[src/tag_flag_params.svh]
// Constants for the tag reader parallel handshake block
// Function
// - Plain read ignores host_data_in lines
// - Plain read drives tag byte out
// - Strobe 3 ms after data, held
// - Plain read data held until next result
// - Request without tag flags error, held
// - Error clears outputs, flashes error code
// - Hold_until_next_request setting holds until next request
// - Compare sets match or mismatch line
// - Indicators show new reference at access
// - Compare clears outputs at strobe
// - Suppress clears strobe and error at once
// - Suppress zeroes outputs and indicators
// - Write forms: full, bit set, bit clear
// - Presence write starts on tag arrival
// - Write start shows data, zeroes outputs
// - Write done raises strobe, held
// - Tag leaving mid-access flags error
`ifndef TAG_FLAG_PARAMS_SVH
`define TAG_FLAG_PARAMS_SVH

// ----------------------------------------------------------------------
// Timing
// ----------------------------------------------------------------------
`define CLK_FREQ_HZ 20000000
`define TICK_MS 1
`define TICK_CYCLES ((`CLK_FREQ_HZ / 1000) * `TICK_MS)
`define STROBE_DELAY_MS 3
`define OUT_TIME_MS_DEFAULT 100
`define FLASH_HALF_MS 250

// ----------------------------------------------------------------------
// Reset values and codes
// ----------------------------------------------------------------------
`define DATA_RESET 8'h00
`define ERR_CODE_NO_TAG 8'h01
`define ERR_CODE_TAG_LOST 8'h02

`endif

[src/tag_flag_pkg.sv]
// Types of the tag reader parallel handshake block
package tag_flag_pkg;

  typedef enum logic [1:0] {
    WR_FULL_WORD,
    WR_BIT_OR,
    WR_BIT_CLEAR
  } write_form_t;

  typedef enum {
    ST_IDLE,
    ST_ACCESS,
    ST_DELAY,
    ST_HOLD
  } flag_state_t;

endpackage

[src/ms_tick_gen.sv]
// Millisecond tick generator
`timescale 1ns/1ps
module ms_tick_gen #(
  parameter int CYCLES = 20000
) (
  // Clock and reset
  input wire logic ref_clk_in,
  input wire logic sys_rst_in,
  // Tick
  output logic tick_out
);

  logic [31:0] count_reg;

  always_ff @(posedge ref_clk_in or posedge sys_rst_in) begin
    if (sys_rst_in) begin
      count_reg <= 32'h0000_0000;
      tick_out <= 1'b0;
    end else if (count_reg == 32'(CYCLES - 1)) begin
      count_reg <= 32'h0000_0000;
      tick_out <= 1'b1;
    end else begin
      count_reg <= count_reg + 32'h0000_0001;
      tick_out <= 1'b0;
    end
  end

endmodule // ms_tick_gen

[src/tag_reader_parallel_handshake.sv]
// Device side of the tag reader parallel discrete handshake
//
// The address-and-strobe port and the address map were left to the implementer.
`timescale 1ns/1ps
`include "tag_flag_params.svh"
module tag_reader_parallel_handshake #(
  parameter int TICK_CYCLES = `TICK_CYCLES,
  parameter int STROBE_DELAY_MS = `STROBE_DELAY_MS,
  parameter int FLASH_HALF_MS = `FLASH_HALF_MS
) (
  // Clock and reset
  input wire logic ref_clk_in,
  input wire logic sys_rst_in,
  // Host discrete lines (pins)
  input wire logic rw_select_in,
  input wire logic carrier_access_request_in,
  input wire logic access_suppress_in,
  input wire logic [7:0] host_data_in,
  // Configuration straps
  input wire logic presence_triggered_in,
  input wire logic compare_read_in,
  input wire logic [1:0] write_form_in,
  input wire logic hold_until_next_request_in,
  input wire logic [15:0] out_time_ms_in,
  // Abstract tag access
  input wire logic tag_present_in,
  input wire logic tag_done_in,
  input wire logic tag_fail_in,
  input wire logic [7:0] tag_rdata_in,
  output logic tag_req_out,
  output logic tag_write_out,
  output logic [7:0] tag_wdata_out,
  // Host result lines
  output logic [7:0] tag_data_out,
  output logic completion_strobe_out,
  output logic error_out,
  // Indicators
  output logic [7:0] data_led_out,
  output logic error_led_out
);

  // --------------------------------------------------------------------
  // Pin synchronisers
  // --------------------------------------------------------------------
  // Three stages; a change counts once stages two and three agree.
  logic [2:0] rw_sync_reg, req_sync_reg, sup_sync_reg;
  logic [7:0] din_s1_reg, din_s2_reg, din_s3_reg;
  logic rw_q, req_q, sup_q, req_prev_reg;
  logic [7:0] din_q;

  always_ff @(posedge ref_clk_in or posedge sys_rst_in) begin
    if (sys_rst_in) begin
      rw_sync_reg <= 3'h0;
      req_sync_reg <= 3'h0;
      sup_sync_reg <= 3'h0;
      din_s1_reg <= 8'h00;
      din_s2_reg <= 8'h00;
      din_s3_reg <= 8'h00;
    end else begin
      rw_sync_reg <= {rw_sync_reg[1:0], rw_select_in};
      req_sync_reg <= {req_sync_reg[1:0], carrier_access_request_in};
      sup_sync_reg <= {sup_sync_reg[1:0], access_suppress_in};
      din_s1_reg <= host_data_in;
      din_s2_reg <= din_s1_reg;
      din_s3_reg <= din_s2_reg;
    end
  end

  // Filtered levels: only move when stages two and three agree
  always_ff @(posedge ref_clk_in or posedge sys_rst_in) begin
    if (sys_rst_in) begin
      rw_q <= 1'b0;
      req_q <= 1'b0;
      sup_q <= 1'b0;
      din_q <= 8'h00;
    end else begin
      if (rw_sync_reg[1] == rw_sync_reg[2]) begin
        rw_q <= rw_sync_reg[2];
      end
      if (req_sync_reg[1] == req_sync_reg[2]) begin
        req_q <= req_sync_reg[2];
      end
      if (sup_sync_reg[1] == sup_sync_reg[2]) begin
        sup_q <= sup_sync_reg[2];
      end
      if (din_s2_reg == din_s3_reg) begin
        din_q <= din_s3_reg;
      end
    end
  end

  always_ff @(posedge ref_clk_in or posedge sys_rst_in) begin
    if (sys_rst_in) begin
      req_prev_reg <= 1'b0;
    end else begin
      req_prev_reg <= req_q;
    end
  end

  logic req_rise;
  assign req_rise = req_q && !req_prev_reg;

  // --------------------------------------------------------------------
  // Millisecond tick
  // --------------------------------------------------------------------
  logic tick;

  ms_tick_gen #(
    .CYCLES(TICK_CYCLES)
  ) u_tick (
    .ref_clk_in(ref_clk_in),
    .sys_rst_in(sys_rst_in),
    .tick_out(tick)
  );

  // --------------------------------------------------------------------
  // Helpers
  // --------------------------------------------------------------------
  function automatic logic [7:0] apply_write(
    input logic [1:0] form,
    input logic [7:0] old_val,
    input logic [7:0] sel
  );
    unique case (form)
      tag_flag_pkg::WR_BIT_OR: apply_write = old_val | sel;
      tag_flag_pkg::WR_BIT_CLEAR: apply_write = old_val & ~sel;
      default: apply_write = sel;
    endcase
  endfunction

  // --------------------------------------------------------------------
  // Access sequencer
  // --------------------------------------------------------------------
  tag_flag_pkg::flag_state_t state_reg;
  logic [15:0] ms_cnt_reg;
  logic access_err_reg;
  logic is_write_reg;
  logic is_compare_reg;
  logic [7:0] ref_reg;
  logic [7:0] result_reg;
  logic [7:0] err_code_reg;
  logic tag_prev_reg;
  logic tag_arrive;
  logic start_ok;
  logic start_no_tag;

  always_ff @(posedge ref_clk_in or posedge sys_rst_in) begin
    if (sys_rst_in) begin
      tag_prev_reg <= 1'b0;
    end else begin
      tag_prev_reg <= tag_present_in;
    end
  end

  assign tag_arrive = tag_present_in && !tag_prev_reg;
  // Presence write needs no trigger; every other access is host started
  assign start_ok = !sup_q && state_reg != tag_flag_pkg::ST_ACCESS &&
    ((presence_triggered_in && rw_q && tag_arrive) ||
     (!presence_triggered_in && req_rise && tag_present_in));
  assign start_no_tag = !sup_q && !presence_triggered_in && req_rise &&
    !tag_present_in && state_reg != tag_flag_pkg::ST_ACCESS;

  always_ff @(posedge ref_clk_in or posedge sys_rst_in) begin
    if (sys_rst_in) begin
      state_reg <= tag_flag_pkg::ST_IDLE;
      ms_cnt_reg <= 16'h0000;
      access_err_reg <= 1'b0;
      is_write_reg <= 1'b0;
      is_compare_reg <= 1'b0;
      ref_reg <= `DATA_RESET;
      result_reg <= `DATA_RESET;
      err_code_reg <= `DATA_RESET;
    end else if (sup_q) begin
      state_reg <= tag_flag_pkg::ST_IDLE;
      access_err_reg <= 1'b0;
    end else if (start_no_tag) begin
      state_reg <= tag_flag_pkg::ST_HOLD;
      ms_cnt_reg <= 16'h0000;
      access_err_reg <= 1'b1;
      err_code_reg <= `ERR_CODE_NO_TAG;
    end else if (start_ok) begin
      state_reg <= tag_flag_pkg::ST_ACCESS;
      access_err_reg <= 1'b0;
      is_write_reg <= rw_q;
      is_compare_reg <= !rw_q && compare_read_in;
      ref_reg <= din_q;
    end else begin
      unique case (state_reg)
        tag_flag_pkg::ST_IDLE: begin
          ms_cnt_reg <= 16'h0000;
        end
        tag_flag_pkg::ST_ACCESS: begin
          ms_cnt_reg <= 16'h0000;
          if (tag_fail_in || !tag_present_in) begin
            state_reg <= tag_flag_pkg::ST_HOLD;
            access_err_reg <= 1'b1;
            err_code_reg <= `ERR_CODE_TAG_LOST;
          end else if (tag_done_in) begin
            result_reg <= tag_rdata_in;
            // Writes report straight away; reads wait for data to settle
            state_reg <= is_write_reg ? tag_flag_pkg::ST_HOLD
                                      : tag_flag_pkg::ST_DELAY;
          end
        end
        tag_flag_pkg::ST_DELAY: begin
          if (tick) begin
            if (ms_cnt_reg == 16'(STROBE_DELAY_MS - 1)) begin
              state_reg <= tag_flag_pkg::ST_HOLD;
              ms_cnt_reg <= 16'h0000;
            end else begin
              ms_cnt_reg <= ms_cnt_reg + 16'h0001;
            end
          end
        end
        tag_flag_pkg::ST_HOLD: begin
          // Hold_until_next_request setting never times out; next request ends it
          if (tick && !hold_until_next_request_in) begin
            if (ms_cnt_reg + 16'h0001 >= out_time_ms_in) begin
              state_reg <= tag_flag_pkg::ST_IDLE;
              ms_cnt_reg <= 16'h0000;
            end else begin
              ms_cnt_reg <= ms_cnt_reg + 16'h0001;
            end
          end
        end
      endcase
    end
  end

  logic in_hold;
  assign in_hold = state_reg == tag_flag_pkg::ST_HOLD;

  // --------------------------------------------------------------------
  // Tag access port
  // --------------------------------------------------------------------
  always_ff @(posedge ref_clk_in or posedge sys_rst_in) begin
    if (sys_rst_in) begin
      tag_req_out <= 1'b0;
      tag_write_out <= 1'b0;
      tag_wdata_out <= 8'h00;
    end else begin
      tag_req_out <= state_reg == tag_flag_pkg::ST_ACCESS && !sup_q &&
        !tag_done_in && !tag_fail_in;
      tag_write_out <= is_write_reg;
      // Captured once on completion so the word stands through the strobe
      if (state_reg == tag_flag_pkg::ST_ACCESS && tag_done_in) begin
        tag_wdata_out <= apply_write(write_form_in, tag_rdata_in,
          ref_reg);
      end
    end
  end

  // --------------------------------------------------------------------
  // Result lines
  // --------------------------------------------------------------------
  always_ff @(posedge ref_clk_in or posedge sys_rst_in) begin
    if (sys_rst_in) begin
      tag_data_out <= `DATA_RESET;
    end else if (sup_q || access_err_reg) begin
      tag_data_out <= 8'h00;
    end else if (start_ok && rw_q) begin
      // Reads keep the previous result until new data arrives
      tag_data_out <= 8'h00;
    end else if (state_reg == tag_flag_pkg::ST_ACCESS && tag_done_in &&
                 !tag_fail_in && tag_present_in && !is_write_reg) begin
      if (is_compare_reg) begin
        // Middle six lines stay low in compare mode
        tag_data_out <= {tag_rdata_in != ref_reg, 6'h00,
          tag_rdata_in == ref_reg};
      end else begin
        tag_data_out <= tag_rdata_in;
      end
    end else if (is_compare_reg && in_hold && !access_err_reg &&
                 !completion_strobe_out) begin
      // Same edge that raises the strobe
      tag_data_out <= 8'h00;
    end
  end

  logic verify_match_out, verify_mismatch_out;
  assign verify_match_out = tag_data_out[0];
  assign verify_mismatch_out = tag_data_out[7];

  always_ff @(posedge ref_clk_in or posedge sys_rst_in) begin
    if (sys_rst_in) begin
      completion_strobe_out <= 1'b0;
      error_out <= 1'b0;
    end else begin
      completion_strobe_out <= in_hold && !access_err_reg && !sup_q &&
        !start_ok && !start_no_tag;
      // High level means error; low means no error is being held
      error_out <= in_hold && access_err_reg && !sup_q &&
        !start_ok;
    end
  end

  // --------------------------------------------------------------------
  // Indicators
  // --------------------------------------------------------------------
  logic [15:0] flash_cnt_reg;
  logic flash_on_reg;
  logic err_showing_reg;

  always_ff @(posedge ref_clk_in or posedge sys_rst_in) begin
    if (sys_rst_in) begin
      flash_cnt_reg <= 16'h0000;
      flash_on_reg <= 1'b0;
    end else if (tick) begin
      if (flash_cnt_reg == 16'(FLASH_HALF_MS - 1)) begin
        flash_cnt_reg <= 16'h0000;
        flash_on_reg <= !flash_on_reg;
      end else begin
        flash_cnt_reg <= flash_cnt_reg + 16'h0001;
      end
    end
  end

  // Error display lasts until an access starts outside the error hold, not the hold time
  always_ff @(posedge ref_clk_in or posedge sys_rst_in) begin
    if (sys_rst_in) begin
      err_showing_reg <= 1'b0;
    end else if (start_no_tag || (access_err_reg && in_hold)) begin
      err_showing_reg <= 1'b1;
    end else if (start_ok || sup_q) begin
      err_showing_reg <= 1'b0;
    end
  end

  always_ff @(posedge ref_clk_in or posedge sys_rst_in) begin
    if (sys_rst_in) begin
      data_led_out <= 8'h00;
      error_led_out <= 1'b0;
    end else begin
      error_led_out <= err_showing_reg && !sup_q;
      if (sup_q) begin
        data_led_out <= 8'h00;
      end else if (err_showing_reg) begin
        data_led_out <= flash_on_reg ? err_code_reg : 8'h00;
      end else if (state_reg == tag_flag_pkg::ST_ACCESS &&
                   (is_write_reg || is_compare_reg)) begin
        data_led_out <= ref_reg;
      end else if (state_reg != tag_flag_pkg::ST_ACCESS &&
                   !is_write_reg && !is_compare_reg) begin
        data_led_out <= tag_data_out;
      end else if (is_compare_reg && !in_hold &&
                   state_reg != tag_flag_pkg::ST_ACCESS) begin
        data_led_out <= ref_reg;
      end
    end
  end

endmodule // tag_reader_parallel_handshake

[config.mk]
export PLATFORM = sky130hd
export DESIGN_NAME = tag_reader_parallel_handshake
export DESIGN_NICKNAME = d
export VERILOG_FILES = /design/src/tag_flag_pkg.sv /design/src/ms_tick_gen.sv /design/src/tag_reader_parallel_handshake.sv
export VERILOG_INCLUDE_DIRS = /design/src /design/src/src
export SDC_FILE = /design/constraint.sdc
export NUM_CORES = 1
export LEC_CHECK = 0
export BUFFER_PORTS_ARGS = -buffer_cell sky130_fd_sc_hd__buf_4
export CORE_MARGIN = 2
export CORE_UTILIZATION = 57
export DETAILED_ROUTE_END_ITERATION = 8
export PLACE_DENSITY = 0.77
export SLEW_MARGIN = 25
export SYNTH_ARGS = -nofsm -noshare
export SYNTH_HDL_FRONTEND = slang
export SYNTH_SLANG_ARGS = --single-unit
[constraint.sdc]
create_clock -name ref_clk_in -period 7.2 [get_ports ref_clk_in]
set_input_delay 1.08 -clock ref_clk_in [delete_from_list [all_inputs] [get_ports ref_clk_in]]
set_output_delay 1.08 -clock ref_clk_in [all_outputs]
set_load 0.005 [all_outputs]
==> flow_summary.toml <==
[layout]
final_cells = 949
area_delta_synth_final_pct = 17.0
fin_nets = 849
fillCellCount = 954
largest_reg_flops = 32
n_antenna_cell = 0
drive_above_1_share = 0.167

[power]
p_leak_uw = 0.00420
peakVddDrop_mv = 0.163
power_density_mw_per_mm2 = 264

[worst_setup_path]
reg2regPathDepth = 12
cp.required_ns = 7.51
ff2ff_setup_slack_ns = 3.49
max_stage_delay_ns = 0.52
crit_fanout = 14
crit_start = "ms_cnt_reg[2]$_DFFE_PP0P_"
worst-path-buf-inv = 0
cp.arrival_ns = 4.02
start_kind = "register"
crit_cells = 12
worstSetupEndpoint = "ms_cnt_reg[0]$_DFFE_PP0P_"
r2r_end = "ms_cnt_reg[0]$_DFFE_PP0P_"
slowest_stage = "or4b_4"
path_cells = "and3_1, and2_1, and3_1, nand4_1, xnor2_1, ha_1, nand4_1, nor3_2, or4b_4, a31oi_4, nor2_2, mux2_2"
endpoint_kind = "register"
critPathTopFamily = "simple AND/OR/NAND/NOR gates"
crit_type = "reg -> reg"
reg2reg_from = "ms_cnt_reg[2]$_DFFE_PP0P_"

[clock_tree]
ctsResizeCount = 0
cts-hold-fix-buffers = 0
cts_setup_buffers = 0
clock_latency_ns = 0.43
cts.sink_count = 157
cts.reportedPaths.clkPinSlew_ns = 0.06
root_buffer = "clkbuf_16"
cts_tree = "yes"
cts-htree-levels = 4
cts_buffers = 17
clock_path_buffers = 2

[sta]
finalSetupViolCount = 0
maxSlewViolCount = 0
post-route-period-util = 0.516
worst_slew_pin_slew_ns = 0.825
rsz0062_at_grt = "no"
hold_viol_final = 0
finClkSkew_ns = 0.00581
fin_tns_setup_ns = 0
fmax_mhz = 269
layout_min_cycle_time_ns = 3.71
setup_ws_ns = 3.49
slew-limit-headroom = 0.448

[floorplanning]
core_mm2 = 0.0127
die_h_um = 118
die_area_mm2 = 0.0139
rows = 41
start_util = 0.585
io_pins = 74
die_w_um = 118

[placement]
gp_congestion = 0.902
io_buffers = 73
dp_worst_setup_slack_ns = 3.52
dp_hpwl_mm = 10.4
dp.cells = 918

[logic_synthesis]
yosysSeqAreaShare = 0.530
ys.warnings.count = 0
syn-mean-instance-area_um2 = 10.8
synth_cells = 688
synth_cell_types = 57
async_flop_share = 1.00
ys_ff_latch = 157
ys.flop_type = "dfrtp_1"
synth_edf_count = 0
mappedNetlistArea_mm2 = 0.00742
syn-num-nets = 772

[global_route]
grtUsageTotal = 0.220
first_global_vias = 5153
grt_max_degree = 92
grt_pass1_wl_mm = 24.7
overflow = 0
antenna_found_initial = 0

[drt]
remaining_drc_errors = 0
drt_first_pass_iters = 4
vias = 5213
vias_per_cell = 5.49
drtIter0Drc = 384
routed_wirelength_mm = 14.4
drt-wirelength-per-cell_um = 15.1
ant_nets = 0

[outcome]
status = "completed"

[min_path]
hold_path_class = "reg -> reg"

[run]
drv_cap = 0
placed cells by master (no fill, tap or decap), types with 2 or more instances in the layout:
cell type,Yosys,routed
and2_1,3,3
mux2i_1,8,8
or2_2,3,3
clkbuf_16,0,17
maj3_1,3,3
nor4b_1,3,3
dfrtp_1,157,157
o21ai_1,2,2
o21ai_0,30,30
mux2_2,12,12
xnor2_1,45,45
a21oi_1,25,25
o2bb2ai_1,2,2
inv_6,0,7
xor2_1,25,25
clkinvlp_4,0,2
clkinv_4,0,2
o31ai_1,6,6
ha_1,39,39
nand2b_1,13,13
nor2_1,50,50
o21bai_1,2,2
a211o_1,2,2
a21boi_0,2,2
a211oi_1,3,3
and3_1,17,17
nor3_1,8,8
inv_1,43,42
nand4_1,18,18
nand2_1,62,62
clkbuf_8,0,2
nor2b_1,6,6
nand3_1,26,26
buf_4,0,75
a22o_1,18,18
nand3b_1,2,2
nor4_1,13,13
synth_stat cells (2+ instances only):
| cell type | number | area (um^2) |
|---|---|---|
| a211o_1 | 2 | 17.5 |
| a211oi_1 | 3 | 22.5 |
| a21boi_0 | 2 | 15.0 |
| a21oi_1 | 25 | 125 |
| a22o_1 | 18 | 158 |
| and2_1 | 3 | 18.8 |
| and3_1 | 17 | 106 |
| buf_2 | 2 | 10.0 |
| clkbuf_1 | 14 | 52.6 |
| dfrtp_1 | 157 | 3930 |
| ha_1 | 39 | 488 |
| inv_1 | 43 | 161 |
| maj3_1 | 3 | 30.0 |
| mux2_2 | 12 | 135 |
| mux2i_1 | 8 | 80.1 |
| nand2_1 | 62 | 233 |
| nand2b_1 | 13 | 81.3 |
| nand3_1 | 26 | 130 |
| nand3b_1 | 2 | 15.0 |
| nand4_1 | 18 | 113 |
| nor2_1 | 50 | 188 |
| nor2b_1 | 6 | 37.5 |
| nor3_1 | 8 | 40.0 |
| nor4_1 | 13 | 81.3 |
| nor4b_1 | 3 | 26.3 |
| o21ai_0 | 30 | 150 |
| o21ai_1 | 2 | 10.0 |
| o21bai_1 | 2 | 15.0 |
| o2bb2ai_1 | 2 | 17.5 |
| o31ai_1 | 6 | 45.0 |
| or2_2 | 3 | 18.8 |
| xnor2_1 | 45 | 394 |
| xor2_1 | 25 | 219 |
cell type report:
cell class | instances | area [um^2] | share of cell area
inverter | 43 | 166 | 0.0192
timing repair buffer | 75 | 563 | 0.0649
clock buffer | 19 | 453 | 0.0522
sequential | 157 | 3930 | 0.453
multi-input combinational | 471 | 3250 | 0.375
tap | 172 | 215 | 0.0248
clock inverter | 12 | 101 | 0.0117
how the worst min path moves through the flow:
stage / start / end / slack (ns) / cells after the start
floorplan: din_s1_reg[0]$_DFF_PP0_ / din_s2_reg[0]$_DFF_PP0_ / 0.33 / 0
global placement: din_s1_reg[4]$_DFF_PP0_ / din_s2_reg[4]$_DFF_PP0_ / 0.33 / 0
detailed placement: din_s1_reg[1]$_DFF_PP0_ / din_s2_reg[1]$_DFF_PP0_ / 0.34 / 0
CTS: din_s1_reg[7]$_DFF_PP0_ / din_s2_reg[7]$_DFF_PP0_ / 0.35 / 0
global route: din_s1_reg[1]$_DFF_PP0_ / din_s2_reg[1]$_DFF_PP0_ / 0.35 / 0
finish: req_sync_reg[0]$_DFF_PP0_ / req_sync_reg[1]$_DFF_PP0_ / 0.35 / 0
routing by layer:
metal / up-vias / GRT usage / share of wire
met5: - / 0 / 0
met4: 0 / 0.0715 / 0.017
met3: 18 / 0.0528 / 0.041
met2: 135 / 0.340 / 0.47
met1: 2512 / 0.308 / 0.48
li1: 2548 / - / -
through the flow:
stage                      util  power [uW]  cell area, um^2  hold WS [ns]
after floorplan               -        1310             7420         0.331
after global placement    0.641        1450             8130         0.332
after detailed placement  0.641        1470             8130         0.336
after CTS                 0.685        2300             8680         0.350
after global routing      0.685        2410             8680         0.351
final                     0.685        2290             8680         0.348
power breakdown:
group | switching [uW] | leakage (uW) | internal (uW)
Sequential | 80.7 | 0.00206 | 976
Combinational | 220 | 0.00187 | 183
Clock | 365 | 0.000270 | 466
Total | 665 | 0.00420 | 1620
logic make-up (layout without fill, tap and decap cells):
kind of cell	after synthesis	in the layout	synth area share
and+or+nand+nor	234	234	0.159
DFF	157	157	0.530
AOI/OAI and AO/OA	105	105	0.0982
xor gates and xnor gates	70	70	0.0827
buffers and inverters	60	149	0.0317
adders and majority gates	42	42	0.0699
muxes	20	20	0.0290
Power figures use the tool's default switching activity.
